**src/rtl/pio_pkg.sv**
```systemverilog
/*
 Package for the parallel I/O port with configurable port interrupts:
 register addresses, widths, bit positions, reset values and the packed
 types shared by the top module and the channel detector.
 Assumes a 32-bit APB register bus with full byte addresses.
*/
package pio_pkg;

	localparam int PIO_DATA_W = 32;
	localparam int PIO_PIN_W = 16;
	localparam int PIO_DBUS_W = 16;
	localparam int PIO_NUM_CHAN = 8;
	localparam int PIO_CHAN_W = 8;
	localparam int PIO_SEL_W = 5;
	localparam int PIO_DIR_W = 18;
	localparam int PIO_DIR_LOW_BIT = 16;
	localparam int PIO_DIR_HIGH_BIT = 17;
	localparam int PIO_BYTE_W = 8;
	localparam int PIO_CFG_W = 64;

	// register byte addresses
	localparam logic [31:0] PIO_ADDR_VALUE = 32'h800000A0;
	localparam logic [31:0] PIO_ADDR_DIR = 32'h800000A4;
	localparam logic [31:0] PIO_ADDR_CFG_LO = 32'h800000A8;
	localparam logic [31:0] PIO_ADDR_CFG_HI = 32'h800000AC;
	localparam logic [31:0] PIO_ADDR_STS = 32'h800000B0;
	localparam logic [31:0] PIO_ADDR_MSK = 32'h800000B4;

	// which port lines exist in each bus mode
	localparam logic [31:0] PIO_PIN_LINES = 32'h0000FFFF;
	localparam logic [31:0] PIO_ALL_LINES = 32'hFFFFFFFF;

	typedef struct packed {
		logic unmask;
		logic edge_sel;
		logic polarity;
		logic [PIO_SEL_W-1:0] source_line;
	} pio_chan_cfg_t;

	typedef struct packed {
		logic prev;
	} pio_chan_state_t;

	typedef struct packed {
		logic [PIO_DATA_W-1:0] out_val;
		logic [PIO_DIR_W-1:0] dir;
		logic [PIO_DATA_W-1:0] cfg_lo;
		logic [PIO_DATA_W-1:0] cfg_hi;
		logic [PIO_NUM_CHAN-1:0] sts;
		logic [PIO_NUM_CHAN-1:0] msk;
		logic [PIO_DATA_W-1:0] sync1;
		logic [PIO_DATA_W-1:0] sync2;
		logic [PIO_DATA_W-1:0] rdata;
	} pio_state_t;

	localparam pio_state_t PIO_STATE_RST = '0;
	localparam pio_chan_state_t PIO_CHAN_RST = '0;

endpackage

```
**src/rtl/pio_chan.sv**
```systemverilog
/*
 One port interrupt channel: picks a port line, then detects a level or
 an edge of the chosen polarity and raises its request.
 Assumes the port lines are already synchronised to pclk.
*/
`timescale 1ns/1ns
module pio_chan (
	input logic pclk,
	input logic presetn,
	input pio_pkg::pio_chan_cfg_t cfg,
	input logic [pio_pkg::PIO_DATA_W-1:0] lines,
	output logic req
);

	pio_pkg::pio_chan_state_t q;
	pio_pkg::pio_chan_state_t d;
	logic sel;
	logic active;
	logic was_active;

	assign sel = lines[cfg.source_line];
	assign active = (sel == cfg.polarity);
	assign was_active = (q.prev == cfg.polarity);

	always_comb begin
		d = q;
		d.prev = sel;
	end

	always_ff @(posedge pclk or negedge presetn) begin
		if (!presetn) begin
			q <= pio_pkg::PIO_CHAN_RST;
		end else begin
			q <= d;
		end
	end

	// edge mode gives a single cycle on the chosen transition
	always_comb begin
		if (!cfg.unmask) begin
			req = 1'b0;
		end else if (cfg.edge_sel) begin
			req = active & ~was_active;
		end else begin
			req = active;
		end
	end

endmodule

```
**src/rtl/pio_top.sv**
```systemverilog
/*
 Parallel I/O port top: APB register slave, port value and direction,
 sixteen dedicated pins, two data-bus byte lanes, eight port interrupt
 channels, sticky interrupt status with mask and one interrupt output.
 Assumes a memory controller drives bus8_mode and sdram_en, pins are
 synchronous enough for a two-flop synchroniser, and an interrupt
 controller takes chan_irq.
*/
// Local design decision: register access over APB.
`timescale 1ns/1ns
module pio_top (
	input logic pclk,
	input logic presetn,
	input logic psel,
	input logic penable,
	input logic pwrite,
	input logic [31:0] paddr,
	input logic [31:0] pwdata,
	output logic [31:0] prdata,
	output logic pready,
	output logic pslverr,
	input logic [pio_pkg::PIO_PIN_W-1:0] gpio_in,
	output logic [pio_pkg::PIO_PIN_W-1:0] gpio_out,
	output logic [pio_pkg::PIO_PIN_W-1:0] gpio_oe,
	input logic [pio_pkg::PIO_DBUS_W-1:0] dbus_in,
	output logic [pio_pkg::PIO_DBUS_W-1:0] dbus_out,
	output logic [pio_pkg::PIO_DBUS_W-1:0] dbus_oe,
	input logic bus8_mode,
	input logic sdram_en,
	output logic [pio_pkg::PIO_NUM_CHAN-1:0] chan_irq,
	output logic irq
);

	pio_pkg::pio_state_t q;
	pio_pkg::pio_state_t d;
	pio_pkg::pio_chan_cfg_t [pio_pkg::PIO_NUM_CHAN-1:0] cfg;
	logic [pio_pkg::PIO_CFG_W-1:0] cfg_all;
	logic [pio_pkg::PIO_NUM_CHAN-1:0] req;
	logic [pio_pkg::PIO_NUM_CHAN-1:0] unmask_vec;
	logic [pio_pkg::PIO_NUM_CHAN-1:0] sts_clr;
	logic [31:0] avail;
	logic [31:0] lines_eff;
	logic [31:0] rd_mux;
	logic bus_ok;
	logic setup;
	logic acc;
	logic wr;
	logic hit;

	// byte lanes exist only in full 8-bit bus mode with SDRAM off
	assign bus_ok = bus8_mode & ~sdram_en;
	assign avail = bus_ok ? pio_pkg::PIO_ALL_LINES :
		pio_pkg::PIO_PIN_LINES;
	assign lines_eff = q.sync2 & avail;
	assign cfg_all = {q.cfg_hi, q.cfg_lo};

	assign setup = psel & ~penable;
	assign acc = psel & penable;
	assign wr = acc & pwrite;

	always_comb begin
		hit = 1'b1;
		rd_mux = '0;
		case (paddr)
			pio_pkg::PIO_ADDR_VALUE: begin
				rd_mux = lines_eff;
			end
			pio_pkg::PIO_ADDR_DIR: begin
				rd_mux = 32'(q.dir);
			end
			pio_pkg::PIO_ADDR_CFG_LO: begin
				rd_mux = q.cfg_lo;
			end
			pio_pkg::PIO_ADDR_CFG_HI: begin
				rd_mux = q.cfg_hi;
			end
			pio_pkg::PIO_ADDR_STS: begin
				rd_mux = 32'(q.sts);
			end
			pio_pkg::PIO_ADDR_MSK: begin
				rd_mux = 32'(q.msk);
			end
			default: begin
				hit = 1'b0;
			end
		endcase
	end

	// a status read clears only what it returned, so new events survive
	always_comb begin
		sts_clr = '0;
		if (acc && !pwrite && paddr == pio_pkg::PIO_ADDR_STS) begin
			sts_clr = q.rdata[pio_pkg::PIO_NUM_CHAN-1:0];
		end
	end

	always_comb begin
		d = q;
		d.sync1 = {dbus_in, gpio_in};
		d.sync2 = q.sync1;
		if (setup && !pwrite) begin
			d.rdata = rd_mux;
		end
		if (wr) begin
			case (paddr)
				pio_pkg::PIO_ADDR_VALUE: begin
					d.out_val[pio_pkg::PIO_PIN_W-1:0] =
						pwdata[pio_pkg::PIO_PIN_W-1:0];
					if (bus_ok) begin
						d.out_val[31:pio_pkg::PIO_PIN_W] =
							pwdata[31:pio_pkg::PIO_PIN_W];
					end
				end
				pio_pkg::PIO_ADDR_DIR: begin
					d.dir = pwdata[pio_pkg::PIO_DIR_W-1:0];
				end
				pio_pkg::PIO_ADDR_CFG_LO: begin
					d.cfg_lo = pwdata;
				end
				pio_pkg::PIO_ADDR_CFG_HI: begin
					d.cfg_hi = pwdata;
				end
				pio_pkg::PIO_ADDR_MSK: begin
					d.msk = pwdata[pio_pkg::PIO_NUM_CHAN-1:0];
				end
				default: begin
				end
			endcase
		end
		d.sts = (q.sts & ~sts_clr) | req;
	end

	always_ff @(posedge pclk or negedge presetn) begin
		if (!presetn) begin
			q <= pio_pkg::PIO_STATE_RST;
		end else begin
			q <= d;
		end
	end

	genvar gi;
	generate
		for (gi = 0; gi < pio_pkg::PIO_NUM_CHAN; gi++) begin : g_chan
			assign cfg[gi] = pio_pkg::pio_chan_cfg_t'(
				cfg_all[gi*pio_pkg::PIO_CHAN_W +: pio_pkg::PIO_CHAN_W]);
			assign unmask_vec[gi] = cfg[gi].unmask;
			pio_chan u_chan (
				.pclk(pclk),
				.presetn(presetn),
				.cfg(cfg[gi]),
				.lines(lines_eff),
				.req(req[gi])
			);
		end
	endgenerate

	assign prdata = q.rdata;
	assign pready = 1'b1;
	assign pslverr = acc & ~hit;
	assign gpio_out = q.out_val[pio_pkg::PIO_PIN_W-1:0];
	assign gpio_oe = q.dir[pio_pkg::PIO_PIN_W-1:0];
	assign dbus_out = q.out_val[31:pio_pkg::PIO_PIN_W];
	// byte lanes float unless the memory bus allows port use
	assign dbus_oe = bus_ok ?
		{{pio_pkg::PIO_BYTE_W{q.dir[pio_pkg::PIO_DIR_HIGH_BIT]}},
		{pio_pkg::PIO_BYTE_W{q.dir[pio_pkg::PIO_DIR_LOW_BIT]}}} :
		'0;
	assign chan_irq = req;
	assign irq = |(q.sts & q.msk);

	// helpers for the checks below
	logic w_dir_hi;
	logic w_dir_lo;
	logic [pio_pkg::PIO_PIN_W-1:0] w_pins;
	logic [pio_pkg::PIO_CHAN_W-1:0] w_byte0;
	logic [pio_pkg::PIO_CHAN_W-1:0] w_byte3;
	logic sel0;
	logic [pio_pkg::PIO_PIN_W-1:0] sync_pins;

	assign w_dir_hi = pwdata[pio_pkg::PIO_DIR_HIGH_BIT];
	assign w_dir_lo = pwdata[pio_pkg::PIO_DIR_LOW_BIT];
	assign w_pins = pwdata[pio_pkg::PIO_PIN_W-1:0];
	assign w_byte0 = pwdata[pio_pkg::PIO_CHAN_W-1:0];
	assign w_byte3 = pwdata[31:24];
	assign sel0 = lines_eff[cfg[0].source_line];
	assign sync_pins = q.sync2[pio_pkg::PIO_PIN_W-1:0];
endmodule
```
**config.mk**
```make
export PLATFORM = sky130hd
export DESIGN_NAME = pio_top
export DESIGN_NICKNAME = d
export VERILOG_FILES = /design/src/rtl/pio_pkg.sv /design/src/rtl/pio_chan.sv /design/src/rtl/pio_top.sv
export SDC_FILE = /design/constraint.sdc
export NUM_CORES = 1
export LEC_CHECK = 0
export BUFFER_PORTS_ARGS = -buffer_cell sky130_fd_sc_hd__buf_2
export CAP_MARGIN = 10
export CELL_PAD_IN_SITES_DETAIL_PLACEMENT = 1
export CELL_PAD_IN_SITES_GLOBAL_PLACEMENT = 1
export CORE_MARGIN = 3
export CORE_UTILIZATION = 46
export CTS_CLUSTER_DIAMETER = 80
export DETAILED_ROUTE_END_ITERATION = 8
export GPL_TIMING_DRIVEN = 0
export PLACE_DENSITY_LB_ADDON = 0.1
export SLEW_MARGIN = 20
export SYNTH_ARGS = -nofsm -noshare
export SYNTH_HDL_FRONTEND = slang
export SYNTH_SLANG_ARGS = --single-unit
```
**constraint.sdc**
```tcl
create_clock -name pclk -period 4 [get_ports pclk]
set_clock_uncertainty 0.15 [all_clocks]
set_input_delay 0.8 -clock pclk [delete_from_list [all_inputs] [get_ports pclk]]
set_output_delay 0.8 -clock pclk [all_outputs]
set_load 0.01 [all_outputs]
```
==> results.md <==
* Status: finished, final reports clean
* DP Area at 0.01392 mm²
* H-tree depth at 1
* Starting Density at 47.18%
* DR pass1 iterations at 4
* Commonest non-fill, non-tap cell in the layout: buf_2
* I/O Buffers at 207
* Reg2Reg Depth at 6
* Synth Cell Area at 0.01240 mm²
* Critical path arrival at 2990 ps
* Share of the synthesized area in the top cell type at 47.23%
* Total power at 5.224 mW
* Syn nets at 1124
* Slew margin rel. at 43.78%
* Inserted Clock Buffers at 26
* Yosys warns at 0
* Crit path max fanout at 9
* Final hold violation count at 0
* Final nets at 1343
* Top_reg_cell synth: dfrtp_1
* Yosys cell types at 54
* Vias per inst at 5.903
* Pin count of the biggest net entering global routing at 92
* CTS tree: yes
* Site row count at 59
* Clock Latency Late Sink at 550 ps
* Die area at 0.02896 mm²
* Remaining DRCs at 0
* # clock sinks at 234
* Post-synth EDFFs at 0
* Root buffer cell: clkbuf_16
* Initial antenna violation count at 0
* Minimum clock period at 3943 ps
* WP data required at 3050 ps
* Slew @ Worst Pin at 843.3 ps
* Worst Hold Class: in -> async
* Largest area contributor in the netlist: dfrtp_1
* Synth top area cells: dfrtp_1, mux2_2, mux4_2
* Synth-to-layout area growth at 19.94%
* Longest Clk Path Bufs at 3
* Hold_buf cts at 0
* First-pass GRT wire length at 59720 µm
* Fmax at 253.6 MHz
* Number of global-route vias before repair at 10110
* Register area share after synthesis at 47.23%
* RSZ-0062 raised after global routing: false
* Finished Cell Area at 0.01487 mm²
* Die width at 170.2 µm
* Die height at 170.2 µm
* Period utilization at 98.57%
* Hold Slack at 79.60 ps
* Post-synth ARST share at 100.0%
* Share of layout cells above drive strength 1 at 48.97%
* Critical Path Source Type: flop
* Cell count after synthesis at 1021
* Setup TNS Final at 0 ps
* I/O pin total at 210
* Grt total ovfl at 0
* VDD IR max at 0.0004218 V
* Antenna diode count at 0
* Setup violators final at 0
* CP Capture Type: primary output
* GPL Wtd Cong at 0.8525
* Slew Limit Fails at 0
* PD cells at 351.2 mW/mm²
* Per-cell routed wire length at 24.41 µm
* Total track usage at 26.86%
* Leakage at 7.044 nW
* Clk slew on worst S/H paths at 70 ps
* Mean Syn Cell Area at 12.14 µm²
* Vias after detailed routing at 9415
* Filler cells at 2791
* ANT nets after route at 0
* Path type of the worst setup path: reg -> out
* Post-DP HPWL at 27450 µm
* Most frequent cells in the layout: buf_2, dfrtp_1, mux2_2, buf_4, a22oi_1
* Post-Route WL at 38930 µm
* 1st-iter DRT viols at 578
* Yosys reg bits at 234
* Max-cap violation count at 0
* CORE AREA at 0.02628 mm²
==> registers in the layout, indices dropped and copies added (netlist names) <==
name and count:
d 32, dbus_out 16, cfg 64, g_chan.u_chan.q 8
q 50, gpio_oe 16, prdata 32, gpio_out 16
==> final cells by class <==
cell class | count | area [µm²] | area share (%)
flip-flops and latches | 234 | 5888 | 39.59
inverters | 20 | 75.07 | 0.5048
well taps | 335 | 419.2 | 2.818
plain buffers | 156 | 1018 | 6.848
multi-input cells | 588 | 5438 | 36.56
repair buffers | 214 | 1139 | 7.656
clock buffers | 29 | 681.9 | 4.585
clock inverters | 19 | 212.7 | 1.430
==> synthesized netlist by cell type (2+ instances only) <==
cell type	count
o21ai_0	50
mux2_2	132
nor4_1	2
nand2_1	46
mux2i_1	58
buf_4	105
a22o_1	9
o2111ai_1	2
mux4_2	44
and2_1	7
o22ai_1	13
nand4_1	4
buf_2	8
nand3b_1	5
mux2_4	10
a32oi_1	2
nor2_1	17
or3b_2	6
o21ai_1	5
a21boi_0	2
o221ai_1	14
inv_1	20
nor4_2	2
o211ai_1	14
nor3b_1	4
buf_1	6
or4_4	2
o21a_1	2
clkbuf_1	59
nor2b_1	19
or4_1	2
nand3_1	14
dfrtp_1	234
a21o_1	8
and4_1	2
a31oi_1	5
a21oi_1	9
a22oi_1	61
nor3_1	2
==> worst max-delay path: stages, from the launching register on <==
cell and delay, ps:
dfrtp_2 530, mux4_2 490, mux2_2 280, a21o_1 190, a31oi_2 300, mux2_4 380
buf_4 140, buf_2 130
==> path summary, 6_finish.rpt <==
check / startpoint / to / slack [ps]
min: presetn / q[101] / 80
min in group pclk: d[57] / q[57] / 190
max: q[57] / chan_irq[2] / 60
max reg2reg: q[57] / q[106] / 1390
min reg2reg: d[57] / q[57] / 190
max in group asynchronous: presetn / q[56] / 2700
==> kinds of logic (layout without fill, tap and decap cells) <==
logic type             after synthesis  in the layout  share of synthesized area, %
muxes                              244            244                         25.87
DFF                                234            234                         47.23
AOI/OAI and AO/OA                  199            199                         10.90
buffers and inverters              199            438                         9.344
and+or+nand+nor                    144            144                         6.630
other                                1              1                       0.03024
==> metal layers <==
layer  wire length, µm  GRT usage (%)  up-vias
li1                  -              -     4113
met4              1144          8.219        0
met1             16590          36.89     4853
met2             18440          43.89      375
met3              2752          4.762       74
met5                 0              0        -
==> where the power goes <==
| part | internal (mW) | total [mW] | switching (mW) |
|---|---|---|---|
| registers | 2.41 | 2.48 | 0.0726 |
| clock network | 1.44 | 2.48 | 1.04 |
| logic | 0.111 | 0.266 | 0.155 |
| total | 3.96 | 5.22 | 1.27 |
==> stage by stage <==
step | util, % | setup slack, ps | instances
6_report | 56.59 | 57.18 | 1595
5_1_grt | 56.59 | 0.5238 | 1595
4_1_cts | 56.29 | 7.667 | 1597
3_5_place_dp | 52.97 | -221.1 | 1565
3_3_place_gp | 52.72 | -2150 | 1563
2_1_floorplan | - | 622.4 | 1021
==> timing repair <==
action                                  CTS  global route
resized for setup                        20            35
pin swaps                                 0             2
endpoints found under the setup margin    8             9
buffers inserted                          0             5
Note: power is estimated with default switching activity, not from simulation.
